===== src/usb_ep_regs_pkg.sv =====
// Constants, field positions and carrier types for the endpoint status register bank
package usb_ep_regs_pkg;

    // Register indices; the byte address on the bus is four times the index
    localparam logic [15:0] IDX_EP8_BC_HIGH = 16'hE69C;
    localparam logic [15:0] IDX_EP8_BC_LOW = 16'hE69D;
    localparam logic [15:0] IDX_EP0_CS = 16'hE6A0;
    localparam logic [15:0] IDX_EP1_OUT_CS = 16'hE6A1;
    localparam logic [15:0] IDX_EP1_IN_CS = 16'hE6A2;
    localparam logic [15:0] IDX_EP2_CS = 16'hE6A3;
    localparam logic [15:0] IDX_EP4_CS = 16'hE6A4;
    localparam logic [15:0] IDX_EP6_CS = 16'hE6A5;
    localparam logic [15:0] IDX_EP8_CS = 16'hE6A6;
    localparam logic [15:0] IDX_EP2_FLAGS = 16'hE6A7;
    localparam logic [15:0] IDX_EP4_FLAGS = 16'hE6A8;
    localparam logic [15:0] IDX_EP6_FLAGS = 16'hE6A9;
    localparam logic [15:0] IDX_EP8_FLAGS = 16'hE6AA;
    localparam logic [15:0] IDX_EP2_TOTAL_HIGH = 16'hE6AB;
    localparam logic [15:0] IDX_EP2_TOTAL_LOW = 16'hE6AC;
    localparam logic [15:0] IDX_EP4_TOTAL_HIGH = 16'hE6AD;
    localparam logic [15:0] IDX_EP4_TOTAL_LOW = 16'hE6AE;
    localparam logic [15:0] IDX_EP6_TOTAL_HIGH = 16'hE6AF;
    localparam logic [15:0] IDX_EP6_TOTAL_LOW = 16'hE6B0;
    localparam logic [15:0] IDX_EP8_TOTAL_HIGH = 16'hE6B1;
    localparam logic [15:0] IDX_EP8_TOTAL_LOW = 16'hE6B2;
    localparam logic [15:0] IDX_SETUP_PTR_HIGH = 16'hE6B3;
    localparam logic [15:0] IDX_SETUP_PTR_LOW = 16'hE6B4;
    localparam logic [15:0] IDX_SETUP_PTR_CTRL = 16'hE6B5;
    localparam logic [15:0] IDX_SETUP_BUF_FIRST = 16'hE6B8;
    localparam logic [15:0] IDX_SETUP_BUF_LAST = 16'hE6BF;
    localparam logic [15:0] IDX_WAVE_SELECT = 16'hE6C0;
    localparam logic [15:0] IDX_WAVE_IDLE_CS = 16'hE6C1;
    localparam logic [15:0] IDX_WAVE_IDLE_LEVELS = 16'hE6C2;
    localparam logic [15:0] IDX_WAVE_DRIVE_TYPE = 16'hE6C3;
    localparam logic [15:0] IDX_WAVE_ADDR_HIGH = 16'hE6C4;
    localparam logic [15:0] IDX_WAVE_ADDR_LOW = 16'hE6C5;
    localparam logic [15:0] IDX_FLOW_STATE = 16'hE6C6;
    localparam logic [15:0] IDX_FLOW_LOGIC = 16'hE6C7;
    localparam logic [15:0] IDX_FLOW_FALSE_LEVELS = 16'hE6C8;
    localparam logic [15:0] IDX_IRQ_STATUS = 16'hE6F0;
    localparam logic [15:0] IDX_IRQ_MASK = 16'hE6F1;

    // Reset values
    localparam logic [7:0] RST_EP0_CS = 8'h80;
    localparam logic [7:0] RST_SETUP_PTR_CTRL = 8'h01;
    localparam logic [7:0] RST_WAVE_SELECT = 8'hE4;
    localparam logic [7:0] RST_WAVE_IDLE_LEVELS = 8'hFF;
    localparam logic [7:0] RST_ZERO = 8'h00;

    // Field positions and masks
    localparam int STALL_BIT = 0;
    localparam int BUSY_BIT = 1;
    localparam int HOLD_BIT = 7;
    localparam int IDLE_DRIVE_BIT = 0;
    localparam int DONE_BIT = 7;
    localparam logic [7:0] DRIVE_TYPE_MASK = 8'hBF;
    localparam logic [7:0] FLOW_STATE_MASK = 8'h87;
    localparam logic [7:0] SETUP_LOW_MASK = 8'hFE;

    // Stall vector positions
    localparam int ST_EP0 = 0;
    localparam int ST_EP1_OUT = 1;
    localparam int ST_EP1_IN = 2;
    localparam int ST_EP2 = 3;
    localparam int ST_EP4 = 4;
    localparam int ST_EP6 = 5;
    localparam int ST_EP8 = 6;
    localparam int NUM_STALL = 7;

    // Interrupt status bits
    localparam int IRQ_SETUP = 0;
    localparam int IRQ_WAVE_DONE = 1;
    localparam int IRQ_FIFO_FULL_LSB = 2;
    localparam int IRQ_W = 6;

    // Status driven by the endpoint logic; index 0..3 of vectors is ep2, ep4, ep6, ep8
    typedef struct packed {
        logic ep0_busy;
        logic ep1_out_busy;
        logic ep1_in_busy;
        logic [2:0] ep2_packet_count;
        logic [1:0] ep4_packet_count;
        logic [2:0] ep6_packet_count;
        logic [1:0] ep8_packet_count;
        logic [3:0] ep_full;
        logic [3:0] ep_empty;
        logic [3:0] programmable_flag;
        logic [3:0] empty_flag;
        logic [3:0] full_flag;
        logic [12:0] ep2_total;
        logic [10:0] ep4_total;
        logic [11:0] ep6_total;
        logic [10:0] ep8_total;
    } ep_status_t;

    // Controls driven out to the endpoint logic and the waveform engine
    typedef struct packed {
        logic [NUM_STALL-1:0] stall;
        logic ep0_hold;
        logic [9:0] ep8_byte_count_bits;
        logic ep8_commit;
        logic [15:0] setup_pointer;
        logic setup_pointer_auto;
        logic [7:0] wave_select;
        logic idle_drive_select;
        logic [7:0] idle_levels;
        logic [7:0] drive_type;
        logic [8:0] wave_address;
        logic [7:0] flow_state;
        logic [7:0] flow_logic;
        logic [7:0] flow_false_levels;
    } ctrl_out_t;

endpackage


===== src/usb_endpoint_status_register_bank.sv =====
// APB register bank for endpoint status, setup data and waveform configuration
`timescale 1ns/1ps
// Overview of operation
// - Endpoint 8 byte count is 10 bits; low byte top bit doubles as skip control.
// - Endpoint 0 status shows busy bit 1, stall bit 0, resets to 0x80.
// - Endpoint 1 IN and OUT status show busy and stall, others zero, reset zero.
// - Endpoints 2 and 6 show 3-bit packet count, full, empty, stall.
// - Endpoints 4 and 8 show 2-bit packet count, bits 7:6 zero.
// - Bulk endpoint status writes change only the stall bit.
// - FIFO flag registers read-only: programmable, empty, full in bits 2..0.
// - Endpoint 6 and 8 FIFO flags reset showing programmable and empty.
// - FIFO total byte counts read-only, widths 13, 11, 12, 11 bits.
// - Setup pointer high byte is read-write address bits 15:8.
// - Setup pointer bit 0 always reads zero; bits 7:1 writable.
// - Idle control-line levels in bits 5:0, register resets to 0xFF; here all 8 bits are written and read back.
module usb_endpoint_status_register_bank #(
    parameter int ADDR_W = 18
) (
    input wire logic clk,
    input wire logic nrst,
    input wire logic psel,
    input wire logic penable,
    input wire logic pwrite,
    input wire logic [ADDR_W-1:0] paddr,
    input wire logic [31:0] pwdata,
    input wire logic [3:0] pstrb,
    output logic [31:0] prdata,
    output logic pready,
    output logic pslverr,
    input wire usb_ep_regs_pkg::ep_status_t ep_status,
    input wire logic [63:0] setup_packet,
    input wire logic setup_received,
    input wire logic wave_done,
    output usb_ep_regs_pkg::ctrl_out_t ctrl,
    output logic irq
);

    ////////////////////////////////////////////////////////////////////////////
    // State

    typedef struct packed {
        usb_ep_regs_pkg::ctrl_out_t ctl;
        logic [usb_ep_regs_pkg::IRQ_W-1:0] irq_status;
        logic [usb_ep_regs_pkg::IRQ_W-1:0] irq_mask;
        logic [31:0] rdata;
        logic slverr;
        logic prev_done;
        logic [3:0] prev_full;
    } state_t;

    state_t state_reg;
    state_t state_next;

    // Read value plus hit flag for one register index
    typedef struct packed {
        logic hit;
        logic [7:0] value;
    } read_t;

    logic [15:0] index;
    logic setup_phase;
    logic access_phase;
    logic [usb_ep_regs_pkg::IRQ_W-1:0] events;

    // Bus decode; registers sit one per aligned word
    assign index = paddr[17:2];
    assign setup_phase = psel && !penable;
    assign access_phase = psel && penable;

    ////////////////////////////////////////////////////////////////////////////
    // Read decode

    // Bulk endpoint status byte; narrow counts leave the upper bits zero
    function automatic logic [7:0] bulk_status(input logic [2:0] count, input logic full,
                                               input logic empty, input logic stall);
        bulk_status = {1'b0, count, full, empty, 1'b0, stall};
    endfunction

    function automatic read_t read_reg(input logic [15:0] idx, input state_t s,
                                       input usb_ep_regs_pkg::ep_status_t st,
                                       input logic [63:0] pkt, input logic done);
        read_t r;
        logic [2:0] slot;
        r.hit = 1'b1;
        r.value = 8'h00;
        slot = idx[2:0];
        case (idx)
            usb_ep_regs_pkg::IDX_EP8_BC_HIGH: begin
                r.value = {6'h00, s.ctl.ep8_byte_count_bits[9:8]};
            end
            usb_ep_regs_pkg::IDX_EP8_BC_LOW: begin
                r.value = s.ctl.ep8_byte_count_bits[7:0];
            end
            usb_ep_regs_pkg::IDX_EP0_CS: begin
                r.value = {s.ctl.ep0_hold, 5'h00, st.ep0_busy, s.ctl.stall[usb_ep_regs_pkg::ST_EP0]};
            end
            usb_ep_regs_pkg::IDX_EP1_OUT_CS: begin
                r.value = {6'h00, st.ep1_out_busy, s.ctl.stall[usb_ep_regs_pkg::ST_EP1_OUT]};
            end
            usb_ep_regs_pkg::IDX_EP1_IN_CS: begin
                r.value = {6'h00, st.ep1_in_busy, s.ctl.stall[usb_ep_regs_pkg::ST_EP1_IN]};
            end
            usb_ep_regs_pkg::IDX_EP2_CS: begin
                r.value = bulk_status(st.ep2_packet_count, st.ep_full[0], st.ep_empty[0],
                                      s.ctl.stall[usb_ep_regs_pkg::ST_EP2]);
            end
            usb_ep_regs_pkg::IDX_EP4_CS: begin
                r.value = bulk_status({1'b0, st.ep4_packet_count}, st.ep_full[1], st.ep_empty[1],
                                      s.ctl.stall[usb_ep_regs_pkg::ST_EP4]);
            end
            usb_ep_regs_pkg::IDX_EP6_CS: begin
                r.value = bulk_status(st.ep6_packet_count, st.ep_full[2], st.ep_empty[2],
                                      s.ctl.stall[usb_ep_regs_pkg::ST_EP6]);
            end
            usb_ep_regs_pkg::IDX_EP8_CS: begin
                r.value = bulk_status({1'b0, st.ep8_packet_count}, st.ep_full[3], st.ep_empty[3],
                                      s.ctl.stall[usb_ep_regs_pkg::ST_EP8]);
            end
            usb_ep_regs_pkg::IDX_EP2_FLAGS, usb_ep_regs_pkg::IDX_EP4_FLAGS,
            usb_ep_regs_pkg::IDX_EP6_FLAGS, usb_ep_regs_pkg::IDX_EP8_FLAGS: begin
                // Flag slot is the index offset from the ep2 flags register
                r.value = {5'h00, st.programmable_flag[idx[1:0] + 2'h1],
                           st.empty_flag[idx[1:0] + 2'h1], st.full_flag[idx[1:0] + 2'h1]};
            end
            usb_ep_regs_pkg::IDX_EP2_TOTAL_HIGH: r.value = {3'h0, st.ep2_total[12:8]};
            usb_ep_regs_pkg::IDX_EP2_TOTAL_LOW: r.value = st.ep2_total[7:0];
            usb_ep_regs_pkg::IDX_EP4_TOTAL_HIGH: r.value = {5'h00, st.ep4_total[10:8]};
            usb_ep_regs_pkg::IDX_EP4_TOTAL_LOW: r.value = st.ep4_total[7:0];
            usb_ep_regs_pkg::IDX_EP6_TOTAL_HIGH: r.value = {4'h0, st.ep6_total[11:8]};
            usb_ep_regs_pkg::IDX_EP6_TOTAL_LOW: r.value = st.ep6_total[7:0];
            usb_ep_regs_pkg::IDX_EP8_TOTAL_HIGH: r.value = {5'h00, st.ep8_total[10:8]};
            usb_ep_regs_pkg::IDX_EP8_TOTAL_LOW: r.value = st.ep8_total[7:0];
            usb_ep_regs_pkg::IDX_SETUP_PTR_HIGH: r.value = s.ctl.setup_pointer[15:8];
            usb_ep_regs_pkg::IDX_SETUP_PTR_LOW: begin
                r.value = s.ctl.setup_pointer[7:0] & usb_ep_regs_pkg::SETUP_LOW_MASK;
            end
            usb_ep_regs_pkg::IDX_SETUP_PTR_CTRL: r.value = {7'h00, s.ctl.setup_pointer_auto};
            usb_ep_regs_pkg::IDX_WAVE_SELECT: r.value = s.ctl.wave_select;
            usb_ep_regs_pkg::IDX_WAVE_IDLE_CS: r.value = {done, 6'h00, s.ctl.idle_drive_select};
            usb_ep_regs_pkg::IDX_WAVE_IDLE_LEVELS: r.value = s.ctl.idle_levels;
            usb_ep_regs_pkg::IDX_WAVE_DRIVE_TYPE: r.value = s.ctl.drive_type;
            usb_ep_regs_pkg::IDX_WAVE_ADDR_HIGH: r.value = {7'h00, s.ctl.wave_address[8]};
            usb_ep_regs_pkg::IDX_WAVE_ADDR_LOW: r.value = s.ctl.wave_address[7:0];
            usb_ep_regs_pkg::IDX_FLOW_STATE: r.value = s.ctl.flow_state;
            usb_ep_regs_pkg::IDX_FLOW_LOGIC: r.value = s.ctl.flow_logic;
            usb_ep_regs_pkg::IDX_FLOW_FALSE_LEVELS: r.value = s.ctl.flow_false_levels;
            usb_ep_regs_pkg::IDX_IRQ_STATUS: r.value = {2'h0, s.irq_status};
            usb_ep_regs_pkg::IDX_IRQ_MASK: r.value = {2'h0, s.irq_mask};
            default: begin
                // Setup buffer: byte n of the packet sits at the nth index of the block
                if (idx >= usb_ep_regs_pkg::IDX_SETUP_BUF_FIRST && idx <= usb_ep_regs_pkg::IDX_SETUP_BUF_LAST) begin
                    r.value = pkt[{slot, 3'h0} +: 8];
                end else begin
                    r.hit = 1'b0;
                end
            end
        endcase
        read_reg = r;
    endfunction

    ////////////////////////////////////////////////////////////////////////////
    // Next state

    // Events: setup arrival, rising edge of waveform done, rising FIFO full flags
    assign events = {ep_status.full_flag & ~state_reg.prev_full,
                     wave_done & ~state_reg.prev_done,
                     setup_received};

    always_comb begin
        read_t rd;
        logic wr;
        logic [7:0] wd;
        state_next = state_reg;
        rd = read_reg(index, state_reg, ep_status, setup_packet, wave_done);
        wr = access_phase && pwrite && pstrb[0];
        wd = pwdata[7:0];
        state_next.ctl.ep8_commit = 1'b0;
        state_next.prev_done = wave_done;
        state_next.prev_full = ep_status.full_flag;

        // Read data and error are captured in the setup cycle so they leave flip-flops
        if (setup_phase) begin
            state_next.rdata = {24'h000000, rd.value};
            state_next.slverr = !rd.hit;
        end

        // A read of the status register clears the bits it returned
        if (access_phase && !pwrite && index == usb_ep_regs_pkg::IDX_IRQ_STATUS) begin
            state_next.irq_status = state_reg.irq_status & ~state_reg.rdata[usb_ep_regs_pkg::IRQ_W-1:0];
        end
        // Set wins over a clear in the same cycle
        state_next.irq_status = state_next.irq_status | events;

        if (wr) begin
            case (index)
                usb_ep_regs_pkg::IDX_EP8_BC_HIGH: state_next.ctl.ep8_byte_count_bits[9:8] = wd[1:0];
                usb_ep_regs_pkg::IDX_EP8_BC_LOW: begin
                    // Bit 7 is both count bit 7 and the skip request for the commit
                    state_next.ctl.ep8_byte_count_bits[7:0] = wd;
                    state_next.ctl.ep8_commit = 1'b1;
                end
                usb_ep_regs_pkg::IDX_EP0_CS: begin
                    state_next.ctl.ep0_hold = wd[usb_ep_regs_pkg::HOLD_BIT];
                    state_next.ctl.stall[usb_ep_regs_pkg::ST_EP0] = wd[usb_ep_regs_pkg::STALL_BIT];
                end
                usb_ep_regs_pkg::IDX_EP1_OUT_CS: begin
                    state_next.ctl.stall[usb_ep_regs_pkg::ST_EP1_OUT] = wd[usb_ep_regs_pkg::STALL_BIT];
                end
                usb_ep_regs_pkg::IDX_EP1_IN_CS: begin
                    state_next.ctl.stall[usb_ep_regs_pkg::ST_EP1_IN] = wd[usb_ep_regs_pkg::STALL_BIT];
                end
                usb_ep_regs_pkg::IDX_EP2_CS, usb_ep_regs_pkg::IDX_EP4_CS,
                usb_ep_regs_pkg::IDX_EP6_CS, usb_ep_regs_pkg::IDX_EP8_CS: begin
                    // Only stall is writable; counts and flags belong to the endpoint logic
                    state_next.ctl.stall[index[2:0]] = wd[usb_ep_regs_pkg::STALL_BIT];
                end
                usb_ep_regs_pkg::IDX_SETUP_PTR_HIGH: state_next.ctl.setup_pointer[15:8] = wd;
                usb_ep_regs_pkg::IDX_SETUP_PTR_LOW: begin
                    state_next.ctl.setup_pointer[7:0] = wd & usb_ep_regs_pkg::SETUP_LOW_MASK;
                end
                usb_ep_regs_pkg::IDX_SETUP_PTR_CTRL: state_next.ctl.setup_pointer_auto = wd[0];
                usb_ep_regs_pkg::IDX_WAVE_SELECT: state_next.ctl.wave_select = wd;
                usb_ep_regs_pkg::IDX_WAVE_IDLE_CS: begin
                    state_next.ctl.idle_drive_select = wd[usb_ep_regs_pkg::IDLE_DRIVE_BIT];
                end
                usb_ep_regs_pkg::IDX_WAVE_IDLE_LEVELS: state_next.ctl.idle_levels = wd;
                usb_ep_regs_pkg::IDX_WAVE_DRIVE_TYPE: begin
                    state_next.ctl.drive_type = wd & usb_ep_regs_pkg::DRIVE_TYPE_MASK;
                end
                usb_ep_regs_pkg::IDX_WAVE_ADDR_HIGH: state_next.ctl.wave_address[8] = wd[0];
                usb_ep_regs_pkg::IDX_WAVE_ADDR_LOW: state_next.ctl.wave_address[7:0] = wd;
                usb_ep_regs_pkg::IDX_FLOW_STATE: state_next.ctl.flow_state = wd & usb_ep_regs_pkg::FLOW_STATE_MASK;
                usb_ep_regs_pkg::IDX_FLOW_LOGIC: state_next.ctl.flow_logic = wd;
                usb_ep_regs_pkg::IDX_FLOW_FALSE_LEVELS: state_next.ctl.flow_false_levels = wd;
                usb_ep_regs_pkg::IDX_IRQ_MASK: state_next.irq_mask = wd[usb_ep_regs_pkg::IRQ_W-1:0];
                default: begin
                    // Read-only and unmapped indices ignore writes
                end
            endcase
        end
    end

    ////////////////////////////////////////////////////////////////////////////
    // State register

    // Reset image; setup pointer is undefined in the part, forced to zero here
    always_ff @(posedge clk or negedge nrst) begin
        if (!nrst) begin
            state_reg <= '0;
            state_reg.ctl.ep0_hold <= usb_ep_regs_pkg::RST_EP0_CS[usb_ep_regs_pkg::HOLD_BIT];
            state_reg.ctl.setup_pointer_auto <= usb_ep_regs_pkg::RST_SETUP_PTR_CTRL[0];
            state_reg.ctl.wave_select <= usb_ep_regs_pkg::RST_WAVE_SELECT;
            state_reg.ctl.idle_levels <= usb_ep_regs_pkg::RST_WAVE_IDLE_LEVELS;
        end else begin
            state_reg <= state_next;
        end
    end

    ////////////////////////////////////////////////////////////////////////////
    // Outputs

    // Zero-wait slave: data was latched in setup, so access completes at once
    assign pready = 1'b1;
    assign prdata = state_reg.rdata;
    assign pslverr = access_phase && state_reg.slverr;
    assign ctrl = state_reg.ctl;
    assign irq = |(state_reg.irq_status & state_reg.irq_mask);

endmodule // usb_endpoint_status_register_bank


===== config.mk =====
export PLATFORM = sky130hd
export DESIGN_NAME = usb_endpoint_status_register_bank
export DESIGN_NICKNAME = d
export VERILOG_FILES = /design/src/usb_ep_regs_pkg.sv /design/src/usb_endpoint_status_register_bank.sv
export SDC_FILE = /design/constraint.sdc
export NUM_CORES = 1
export LEC_CHECK = 0
export BUFFER_PORTS_ARGS = -buffer_cell sky130_fd_sc_hd__buf_2
export CORE_UTILIZATION = 42
export CTS_BUF_LIST = sky130_fd_sc_hd__clkbuf_4
export DETAILED_ROUTE_END_ITERATION = 7
export PLACE_DENSITY = 0.71
export REMOVE_ABC_BUFFERS = 1
export SETUP_SLACK_MARGIN = 0.15
export SLEW_MARGIN = 10
export SYNTH_ARGS = -nofsm -noshare
export SYNTH_HDL_FRONTEND = slang
export SYNTH_SLANG_ARGS = --single-unit

===== constraint.sdc =====
create_clock -name clk -period 2.2 [get_ports clk]
set_input_delay 0.22 -clock clk [delete_from_list [all_inputs] [get_ports clk]]
set_output_delay 0.22 -clock clk [all_outputs]
set_load 0.03 [all_outputs]

# After elaboration in Yosys (flattened, before gate mapping)
# Cells that the tools add are included.
# totals
register_bits	114
input_bits	205
output_inout_bits	129
wordCells	146
# op_classes
n_addsub	1
magnitude_cmp	5
n_eq_ne	35
n_shift	1
muxes	31
bitwise_logic	8
n_reduce_logical	39
# ops
cell	count
16-bit == test (second input constant)	35
8-bit one-hot mux with 32 select lines	1
8-bit two-way mux	10
76-bit two-way mux	1
64-bit by 7-bit variable part select with 8-bit output	1
2-bit AND reduction	20
35-bit OR reduction	1
16-bit >= comparator (second input constant)	1
16-bit <= comparator (second input constant)	1
6-bit AND	2
1-bit two-way mux	10
1-bit logical AND	9
4-bit OR reduction	2
7-bit bitwise mux	1
1-bit binary-select mux with 2-bit select	3
6-bit two-way mux	1
6-bit NOT	1
6-bit OR	1
1-bit one-hot mux with 2 select lines	3
2-bit nonzero test	3
6-bit OR reduction	1
4-bit AND	1
3-bit by 4-bit less-than comparator with 1-bit output (second input constant)	1
4-bit NOT	1
7 further kinds	9

# Depth between registers and ports, before layout
# Gate-level depths: netlist of the first run.
# logic_depth
depth_word	6
depth_mapped	11
depth_no_buf	8

# Worst setup path after synthesis of the first run
# OpenSTA, ideal clock, no wires.
# synth_timing
path_kind	input -> register
startpoint	input port paddr[3]
endpoint	register state_reg, in the netlist prdata[2]
setup_ns	0.137
t_arrival_ns	2.403
required_time_ns	2.063
slack_ns	-0.340
cell_stages	10
n_path_buf	2
cell_sequence	clkbuf_1 -> inv_1 -> ha_1 -> clkbuf_1 -> nor3_1 -> a21oi_1 -> and2_1 -> or3_1 -> o41ai_1 -> o21ai_0
# synth_via
elab_chain_cells	4
elab_cells_between_ends	45
classes_between	add/sub: 1; order compare: 2; eq/ne: 35; shift: 1; mux: 4; reduce/logical: 2
# synth_lines
element	line	source
start, declared	usb_endpoint_status_register_bank.sv:24	input wire logic [ADDR_W-1:0] paddr,
16-bit >= comparator (tied with other cells)	usb_endpoint_status_register_bank.sv:151	if (idx >= usb_ep_regs_pkg::IDX_SETUP_BUF_FIRST && idx <= usb_ep_regs_pkg::IDX_SETUP_BUF_LAST) begin
1-bit logical AND or 1-bit binary-select mux with 2-bit select (tied branches)	usb_endpoint_status_register_bank.sv:151, usb_endpoint_status_register_bank.sv:122	
8-bit two-way mux or 1-bit two-way mux (tied branches)	usb_endpoint_status_register_bank.sv:151, usb_endpoint_status_register_bank.sv:122	
8-bit one-hot mux with 32 select lines *	usb_endpoint_status_register_bank.sv:87	case (idx)
end signal, assigned	usb_endpoint_status_register_bank.sv:255	state_reg <= state_next;
end, declared	usb_endpoint_status_register_bank.sv:51	state_t state_reg;
# Every way passes the cells marked *; elsewhere a longest branch is shown, timed or not. The select of a mux whose other input is x is not followed.
# A chain may end at the register's enable or synchronous reset.

# Worst setup path after layout of the first run
# layout_timing
startpoint	input port paddr[2]
endpoint	register state_reg, in the netlist prdata[2]
# Same word-level chain as after synthesis.

==> results of run 1 <==
==> timing repair <==
| action | CTS | global route |
|---|---|---|
| resized for setup | 0 | 7 |
| hold buffers | 8 | 0 |
| endpoints found under the setup margin | 0 | 4 |
| hold endpoints to repair | 54 | 0 |
==> through the flow <==
step                      setup TNS [ns]  power, mW
after floorplan                   -20.46       2.44
after global placement            -16.49       2.98
after detailed placement          -16.90       2.98
after CTS                              0       4.48
after global routing                   0       4.65
final                                  0       4.48
==> kinds of logic after synthesis <==
group | count (synthesis)
multiplexers | 115
AO/OA/AOI/OAI | 158
flip-flops | 114
AND/OR/NAND/NOR | 271
XOR/XNOR | 1
other | 2
buffers and inverters | 197
adder cells (fa/ha/maj) | 4
==> worst register-to-register path: cells and delay by family, from the launching register on <==
kind            cells  cell delay [ns]
compound gates      4             0.74
simple gates        2             0.60
flops               1             0.46
==> area by class of cell <==
type / instances / share of cell area (%)
Multi-Input combinational cell: 580 / 39.4
Timing Repair Buffer: 483 / 28.4
Sequential cell: 114 / 26.4
Tap cell: 260 / 2.99
Clock buffer: 18 / 1.24
Clock inverter: 14 / 1.07
Inverter: 13 / 0.449
Antenna cell: 1 / 0.0230
==> power breakdown <==
group	internal, mW	total [mW]	leakage, nW	switching, mW
sequential	2.11	2.12	1.49	0.00932
combinational	0.343	0.852	3.83	0.510
clock	0.563	1.51	0.127	0.945
==> how the worst min path moves through the flow <==
stage | startpoint | end | slack (ns) | cells after the start
floorplan | nrst | ctrl[0] | -0.08 | 0
global placement | nrst | ctrl[63] | 0.24 | 1
detailed placement | nrst | ctrl[63] | 0.25 | 1
CTS | ep_status[39] | prdata[5] | 0.01 | 5
global route | ep_status[39] | prdata[5] | 0.03 | 5
finish | ep_status[39] | prdata[5] | 0.04 | 5
==> metal layers <==
metal  vias up  track usage, %  routed length, um  part of all wire [%]
met5         -               0                  0                     0
met4         0            15.4               1470                   4.0
met3        94            7.44               3470                   9.5
met2       635            59.8              17200                    47
met1      4295            47.3              14600                    40
li1       3803               -                  -                     -
==> synth_stat cells (8+ instances only) <==
master,n,area share (%)
nand2_1,60,2.7
dfstp_2,14,4.4
nand4_1,12,0.91
nand4b_1,8,0.85
nand3_1,41,2.5
buf_2,14,0.85
clkbuf_1,33,1.5
mux2_2,103,14
inv_1,12,0.54
nor4_1,35,2.6
o21ai_0,15,0.91
a22oi_1,40,3.6
a21oi_1,18,1.1
o22ai_1,17,1.3
buf_4,127,12
a32oi_1,23,2.4
nor2_1,35,1.6
nor3_1,16,0.97
dfrtp_1,100,30
==> summary.txt, run 1 <==
Drt
  • Routed WL: roughly 37,000 um
  • Vias/cell: 5.95
  • Initial DRT Pass Iterations: 6
  • Initial DRC count: 993
  • Antenna Nets Post-Route: 0
  • Number of remaining DRC errors: 0
  • Vias: 8,827
  • Avg WL per Cell: 24.7 um

Clock network
  • Post-CTS setup buffers: 0
  • H-Tree Depth: 4
  • Number of buffers created by CTS: 17
  • # clock sinks: 114
  • Clock Latency Late Sink: roughly 0.59 ns
  • Clock root cell: clkbuf_4
  • Clk buf depth: 2
  • Reg clk slew, reported paths: 0.11 ns
  • CTS tree: built

Placement
  • DP Area: 10,500 um^2
  • Place WS: -0.421 ns
  • Placed Instances: around 1,400
  • Port-buffer cells: about 270
  • Global placement routability congestion: 1.01
  • Detailed placement HPWL: 29,300 um

Run status
  • Outcome: completed

Die
  • Die height: around 140 um
  • Die W: 142 um
  • Site Rows: 50
  • # IOs: between 300 and 400
  • Core area: 19,000 um^2
  • Initial core utilization: a little over two fifths
  • Die area: 20,300 um^2

Synth
  • Post-Synthesis Cell Area: 8270 um^2
  • Ys flop type: dfrtp_1
  • Fraction of registers with async set/reset: 100%
  • Post-Synth Simple-Gate Area: 18.8%
  • Xor/xnor share of the synthesized area: less than 1%
  • Seq cells post-synth: 114
  • Yosys warns: 0
  • Synth Instances: 862
  • Adder-cell share of the synthesized area: 0.605%
  • Post-synthesis mux area share: 16.4%
  • Cell variety after synth: 65
  • Synthesized area per cell: 9.60 um^2
  • Seq/Total Area, Yosys: 34.7%
  • Post-synthesis compound-gate area fraction: between 10% and 20%
  • Main combinational cell family by area after synthesis: simple AND/OR/NAND/NOR gates
  • Post-synth EDFFs: 0

Finish
  • Cell area after layout: 10,900 um^2
  • Area of the multi-input gates: 4280 um^2
  • Commonest non-fill, non-tap cell in the layout: buf_2
  • Final Util: 57.2%
  • Number of flip-flops in the largest register: roughly 90
  • Most frequent cells in the layout: buf_2 (272), buf_4 (193), mux2_2 (103), dfrtp_1 (100), nand2_1 (60)
  • Share of cells above drive strength 1: 52.7%
  • Syn-to-layout area delta: 31.4%
  • Layout fillers: approximately 1,800
  • Register area: 2870 um^2
  • Nets: 1,418
  • Fin cells: 1,483

Global route
  • First-pass GRT wire length: 53,600 um
  • Vias in the first global route: 8,536
  • Remaining Overflow, GRT: 0
  • Antenna violations before repair: 1
  • Global-route total usage across every layer: 36.7%
  • Pin count of the biggest net entering global routing: 54

Pwr
  • Max rail drop VDD: between 0.3 and 0.4 mV
  • Leakage: around 5.4 nW
  • Pwr/cell area: between 400 and 500 nW/um^2

Critical path
  • RR Endpoint: prdata[0]
  • R2R depth: 6
  • Critical Path Start: paddr[2]
  • Max stage delay on crit path: 0.35 ns
  • Critical path's slowest cell: nor4_2
  • Cell mode on critical path: buf_4
  • CP Capture Point: prdata[2]
  • Crit start category: primary input
  • Buf/Inv on CP: 6
  • Reg2Reg Setup Slack: 0.32 ns
  • Critical Path RT: approximately 2.7 ns
  • Critical Path End Type: flip-flop
  • Cell family with most CP delay: buffers and inverters
  • Crit. path cell count: 13
  • Worst r2r src: ctrl[90]
  • Largest fanout on the critical path: 6
  • Critical path class: primary input to flip-flop
  • Crit path arrival time: about 2.4 ns
  • CP Cell Sequence: buf_2 > inv_1 > buf_4 > ha_1 > buf_4 > nand4b_1 > buf_4 > nor4_1 > buf_4 > a22oi_1 > nand4_1 > nor4_2 > o21ai_0

Run
  • Max Cap Violations: 0

Timing
  • Fin. max-slew vios: 0
  • RSZ-0062 raised after global routing: true
  • Final setup viols: 0
  • Final WS setup: around 0.22 ns
  • Min Tclk post-route: 1.98 ns
  • Fmax: 504 MHz
  • Period utilization: between 90% and 100%
  • Slew @ Worst Pin: approximately 0.69 ns
  • Fin Hold WS: 0.0375 ns
  • Fin Clk Skew: 0.0175 ns
  • Hold Fails Final Rpt: 0
  • Slew headroom: 53.4%

Hold path
  • Worst hold path class: primary input to flip-flop
Note: power is estimated with default switching activity, not from simulation.
==> run 2: changes to the inputs <==
Settings changed: CORE_UTILIZATION 42 to 50, PLACE_DENSITY 0.71 to 0.82.
==> run 2 against run 1 <==
Against the previous run: clock skew up 0.0024 ns; global-route usage is 5.9 points higher; flip-flop and latch count did not move; non-clock buffer count is 2 lower; largest power group unchanged.
==> summary.txt, run 2 (same netlist as run 1, synthesis figures left out) <==
Drt
  • Number of remaining DRC errors: 0 (unchanged)
  • Vias/cell: 6.20 (+4.2%)
  • Initial DRC count: 883 (-11%)
  • Avg WL per Cell: 24.9 um (+0.58%)
  • Routed WL: 35,700 um (-2.5%)
  • Vias: 8,921 (+1.1%)
  • Initial DRT Pass Iterations: 5 (-1)
  • Antenna Nets Post-Route: 0 (unchanged)

Clock network
  • Clock Latency Late Sink: 0.57 ns (-0.02 ns)
  • Clock root cell: clkbuf_4
  • Clk buf depth: 2 (unchanged)
  • # clock sinks: 114 (unchanged)
  • CTS tree: built
  • H-Tree Depth: 4 (unchanged)
  • Reg clk slew, reported paths: 0.11 ns (about the same)
  • Number of buffers created by CTS: 17 (unchanged)

Die
  • Core area: 16,000 um^2 (-16%)
  • Site Rows: 46 (-8.0%)
  • Die height: 131 um (-8.2%)
  • Die area: 17,100 um^2 (-16%)
  • # IOs: 334 (unchanged)
  • Die W: 131 um (-8.2%)
  • Initial core utilization: 51.7% (+8.2 points)

Timing
  • Hold Fails Final Rpt: 0 (unchanged)
  • TNS Setup: 0 ns (unchanged)
  • Period utilization: 93.1% (+3.0 points)
  • Slew @ Worst Pin: 0.643 ns (-0.0499 ns)
  • Slew headroom: 57.2% (+3.7 points)
  • Fin. max-slew vios: 0 (unchanged)
  • Min Tclk post-route: 2.05 ns (+0.0659 ns)
  • Fmax: 488 MHz (-3.2%)
  • Fin Clk Skew: 0.0199 ns (+0.00242 ns)
  • Final setup viols: 0 (unchanged)
  • Fin Hold WS: 0.0464 ns (+0.00894 ns)
  • RSZ-0062 raised after global routing: true

Run status
  • Outcome: completed

Placement
  • Port-buffer cells: 273 (unchanged)
  • Detailed placement HPWL: 28,500 um (-2.7%)
  • Global placement routability congestion: 0.991 (-2.0%)

Critical path
  • Crit start category: primary input
  • Critical Path RT: 2.63 ns (-0.02 ns)
  • Critical path class: primary input to flip-flop
  • Crit path arrival time: 2.47 ns (+0.04 ns)
  • Largest fanout on the critical path: 6 (unchanged)
  • Critical Path End Type: flip-flop

Finish
  • Syn-to-layout area delta: 30.6%
  • Most frequent cells in the layout: buf_2 (272), buf_4 (193), mux2_2 (103), dfrtp_1 (100), nand2_1 (60)
  • Share of cells above drive strength 1: 52.5% (-0.24 points)
  • Nets: 1,416 (-0.14%)
  • Number of flip-flops in the largest register: 88 (unchanged)
  • Layout fillers: 1,349 (-24%)
  • Commonest non-fill, non-tap cell in the layout: buf_2

Global route
  • Antenna violations before repair: 2 (+1)
  • First-pass GRT wire length: 51,900 um (-3.2%)
  • Global-route total usage across every layer: 42.6% (+5.9 points)
  • Pin count of the biggest net entering global routing: 54 (unchanged)
  • Remaining Overflow, GRT: 0 (unchanged)
  • Vias in the first global route: 8,789 (+3.0%)

Run
  • Max Cap Violations: 0 (unchanged)

Pwr
  • Pwr/cell area: 426 nW/um^2 (+3.5%)
  • Leakage: 5.46 nW (+0.20%)
  • Clock power share: 35.6% (+1.9 points)
  • Net Sw Frac: 31.2% (-1.5 points)
  • Switching power: 1.44 mW (-1.8%)
  • Combinational share of power: 18.4% (-0.6 points)
  • Max rail drop VDD: 0.359 mV (+7.9%)
  • P_int: 3.17 mW (+5.2%)
  • Reg power frac: 46.0% (-1.3 points)

Hold path
  • Worst hold path class: primary input to flip-flop
[run 2: repair_timing]
action	in CTS	in global routing
hold buffers	8	0
endpoints found under the setup margin	1	4
pin swaps	0	1
endpoints found under the hold margin	52	0
setup buffers	0	2
gates resized for setup	2	3
[run 2: worst paths after layout]
path                               startpoint             to  slack (ns)  depth (start not counted)
worst min register to register   state_reg[0]  state_reg[46]        0.44                          1
worst max-delay path                 paddr[2]      prdata[2]        0.15                         11
min in group asynchronous                nrst       ctrl[62]        0.15                          2
worst max register to register       ctrl[90]      prdata[0]        0.29                          6
worst min-delay path            ep_status[39]      prdata[5]        0.05                          5
max in group asynchronous                nrst       ctrl[52]        1.26                          3
[run 2: critical path, cell delays in order]
cell      delay, ns
buf_2          0.12
buf_4          0.15
ha_1           0.22
buf_4          0.17
nand3b_1       0.24
nor4_1         0.08
buf_4          0.17
a22oi_1        0.24
o211ai_1       0.24
nor4_1         0.44
o21ai_0        0.18
[run 2: routing by layer]
metal / GRT usage [%] / vias up / wire, um
li1: - / 3811 / -
met1: 52.3 / 4303 / 13600
met2: 69.7 / 671 / 16800
met3: 8.71 / 136 / 3480
met4: 24.5 / 0 / 1870
met5: 0 / - / 0
[run 2: power by group through the flow]
stage          registers (mW)  clock network [mW]  logic [mW]
6_report                 2.12                1.64       0.849
3_3_place_gp             2.16                   0       0.807
4_1_cts                  2.12                1.64       0.828
3_5_place_dp             2.16                   0       0.813
5_1_grt                  2.12                1.73       0.898
2_1_floorplan            2.17                   0       0.276
[run 2: area by class of cell]
class	count	area [um^2]	share of cell area (%)
Antenna cell	2	5.00	0.0463
Clock buffer	20	150	1.39
Clock inverter	12	135	1.25
Inverter	13	48.8	0.452
Multi-Input combinational cell	580	4280	39.6
Sequential cell	114	2870	26.6
Tap cell	216	270	2.50
Timing Repair Buffer	481	3050	28.2
[run 2: through the flow]
stage	area (um^2)	std cells	setup WS [ns]	util [%]	power, mW
floorplan	7170	707	-0.556	-	2.44
global placement	10400	1394	-0.483	65.0	2.96
detailed placement	10400	1394	-0.578	65.0	2.97
CTS	10800	1434	0.161	67.3	4.58
global route	10800	1438	0.0864	67.5	4.75
finish	10800	1438	0.152	67.5	4.61
==> run 3: changes to the inputs <==
Settings changed: SETUP_SLACK_MARGIN 0.15 to 0.5.
==> run 3 against run 2 <==
Against the previous run: core utilization is 4.1 points higher; die area did not move; wire length up 3.6%; non-clock buffer count is 21 higher; first-iteration DRC count grew 6.6%; sequential share of layout area shrank 1.5 points; fmax is 12% higher; clock-buffer cell count stayed put; sequential power barely moved; final area is 6.0% higher; via count up 3.5%; clock power about the same.
==> summary.txt, run 3 (same netlist as run 1, synthesis figures left out) <==
Pwr
  • Leakage: 5.72 nW (+4.8%)
  • Pwr/cell area: 407 nW/um^2 (-4.6%)
  • Reg power frac: 45.5% (-0.5 points)
  • Switching power: 1.47 mW (+2.2%)
  • Max rail drop VDD: 0.359 mV (about the same)
  • Tot Pwr: 4.66 mW (+1.2%)
  • Combinational share of power: 19.2% (+0.8 points)
  • Clock power share: 35.3% (-0.3 points)
  • P_int: 3.19 mW (+0.72%)
  • Net Sw Frac: 31.5% (+0.31 points)

Finish
  • Area of the multi-input gates: 4650 um^2 (+8.8%)
  • Nets: 1,437 (+1.5%)
  • Syn-to-layout area delta: 38.5%
  • Commonest non-fill, non-tap cell in the layout: buf_2
  • Layout fillers: 1,264 (-6.3%)
  • Register area: 2870 um^2 (unchanged)
  • Share of cells above drive strength 1: 57.8% (+5.3 points)
  • Fin cells: 1,459 (+1.5%)
  • Most frequent cells in the layout: buf_2 (266), buf_4 (203), dfrtp_1 (100), mux2_2 (97), nand2_1 (59)
  • Number of flip-flops in the largest register: 88 (unchanged)
  • Cell area after layout: 11,500 um^2 (+6.0%)
  • Final Util: 71.6% (+4.1 points)

Drt
  • Initial DRT Pass Iterations: 7 (+2)
  • Initial DRC count: 941 (+6.6%)
  • Avg WL per Cell: 25.4 um (+2.1%)
  • Routed WL: 37,000 um (+3.6%)
  • Number of remaining DRC errors: 0 (unchanged)
  • Vias/cell: 6.33 (+2.0%)
  • Antenna Nets Post-Route: 0 (unchanged)
  • Vias: 9,232 (+3.5%)

Critical path
  • Largest fanout on the critical path: 4 (-2)
  • Critical path class: primary input to flip-flop
  • Critical Path End Type: flip-flop
  • Critical Path RT: 2.65 ns (+0.02 ns)
  • R2R depth: 6 (unchanged)
  • Crit start category: primary input
  • Crit path arrival time: 2.28 ns (-0.19 ns)

Hold path
  • Worst hold path class: primary input to flip-flop
  • Cell depth of the worst hold path: 2 (-3)

Die
  • Site Rows: 46 (unchanged)
  • Core area: 16,000 um^2 (unchanged)
  • Die W: 131 um (unchanged)
  • # IOs: 334 (unchanged)
  • Die height: 131 um (unchanged)
  • Die area: 17,100 um^2 (unchanged)
  • Initial core utilization: 51.7% (unchanged)

Timing
  • TNS Setup: 0 ns (unchanged)
  • Final setup viols: 0 (unchanged)
  • Hold Fails Final Rpt: 0 (unchanged)
  • Fin Clk Skew: 0.0204 ns (+0.000516 ns)
  • Slew @ Worst Pin: 0.630 ns (-0.0130 ns)
  • Fin. max-slew vios: 0 (unchanged)
  • Period utilization: 83.4% (-9.8 points)
  • RSZ-0062 raised after global routing: true
  • Slew headroom: 57.6% (+0.48 points)
  • Fmax: 545 MHz (+12%)
  • Min Tclk post-route: 1.83 ns (-0.215 ns)

Clock network
  • H-Tree Depth: 4 (unchanged)
  • Clock root cell: clkbuf_4
  • Reg clk slew, reported paths: 0.12 ns (about the same)
  • Clk buf depth: 2 (unchanged)
  • # clock sinks: 114 (unchanged)
  • Number of buffers created by CTS: 17 (unchanged)
  • CTS tree: built
  • Clock Latency Late Sink: 0.57 ns (about the same)

Global route
  • Antenna violations before repair: 2 (unchanged)
  • Remaining Overflow, GRT: 0 (unchanged)
  • First-pass GRT wire length: 52,800 um (+1.8%)
  • Vias in the first global route: 8,967 (+2.0%)
  • Global-route total usage across every layer: 43.4% (+0.83 points)
  • Pin count of the biggest net entering global routing: 54 (unchanged)

Placement
  • Port-buffer cells: 273 (unchanged)
  • DP Area: 10,400 um^2 (unchanged)
  • Global placement routability congestion: 0.991 (unchanged)
  • Detailed placement HPWL: 28,500 um (unchanged)
  • Placed Instances: 1,394 (unchanged)

Run
  • Max Cap Violations: 0 (unchanged)

Run status
  • Outcome: completed
[run 3: cell types whose count changed in the layout (fill, tap and decap cells not counted), sizes merged]
cell / before / now
buf: 473 / 492
bufbuf: 0 / 1
clkbuf: 20 / 21
[run 3: critical path: stages]
cell,delay [ns]
buf_4,0.11
inv_2,0.04
buf_4,0.14
ha_4,0.17
buf_6,0.12
buf_4,0.14
nand4b_1,0.17
nor4_2,0.08
buf_4,0.16
a22oi_2,0.14
nand4_1,0.29
nor4_4,0.36
o21ai_1,0.14
[run 3: metal layers]
metal  GRT usage, %  up-vias  part of all wire (%)
li1               -     3863                     -
met1           53.4     4490                    38
met2           70.9      716                    47
met3           9.32      163                   9.7
met4           24.5        0                   5.8
met5              0        -                     0
[run 3: timing repair]
item / 4_1_cts / 5_1_grt
resized for setup: 43 / 60
buffers inserted: 15 / 6
hold buffers: 8 / 0
setup endpoints to repair: 53 / 66
gates cloned: 2 / 0
pin swaps: 24 / 19
endpoints found under the hold margin: 52 / 0
[run 3: final timing paths]
path | endpoint | from | slack, ns
max in group asynchronous | ctrl[52] | nrst | 1.25
setup reg to reg | prdata[0] | ctrl[90] | 0.41
hold / removal | ctrl[66] | pwdata[7] | 0.06
min in group asynchronous | ctrl[62] | nrst | 0.14
hold reg to reg | state_reg[46] | state_reg[0] | 0.44
setup / recovery | prdata[2] | paddr[2] | 0.37
[run 3: final cells by class]
class,count,area share (%)
repair buffers,502,29.0
flip-flops and latches,114,25.1
multi-input cells,580,40.6
well taps,216,2.36
clock inverters,12,1.18
diodes,2,0.0437
clock buffers,20,1.31
inverters,13,0.426
[run 3: per-stage QoR]
stage / setup WS [ns] / hold slack, ns
finish: 0.366 / 0.0603
global route: 0.369 / 0.0665
CTS: 0.415 / 0.0183
detailed placement: -0.578 / 0.218
global placement: -0.483 / 0.213
floorplan: -0.556 / -0.0756
[run 3: power groups by stage]
stage / registers (mW) / clock network [mW] / logic [mW]
final: 2.12 / 1.65 / 0.897
after global routing: 2.12 / 1.73 / 0.946
after CTS: 2.12 / 1.64 / 0.852
after detailed placement: 2.16 / 0 / 0.813
after global placement: 2.16 / 0 / 0.807
after floorplan: 2.17 / 0 / 0.276
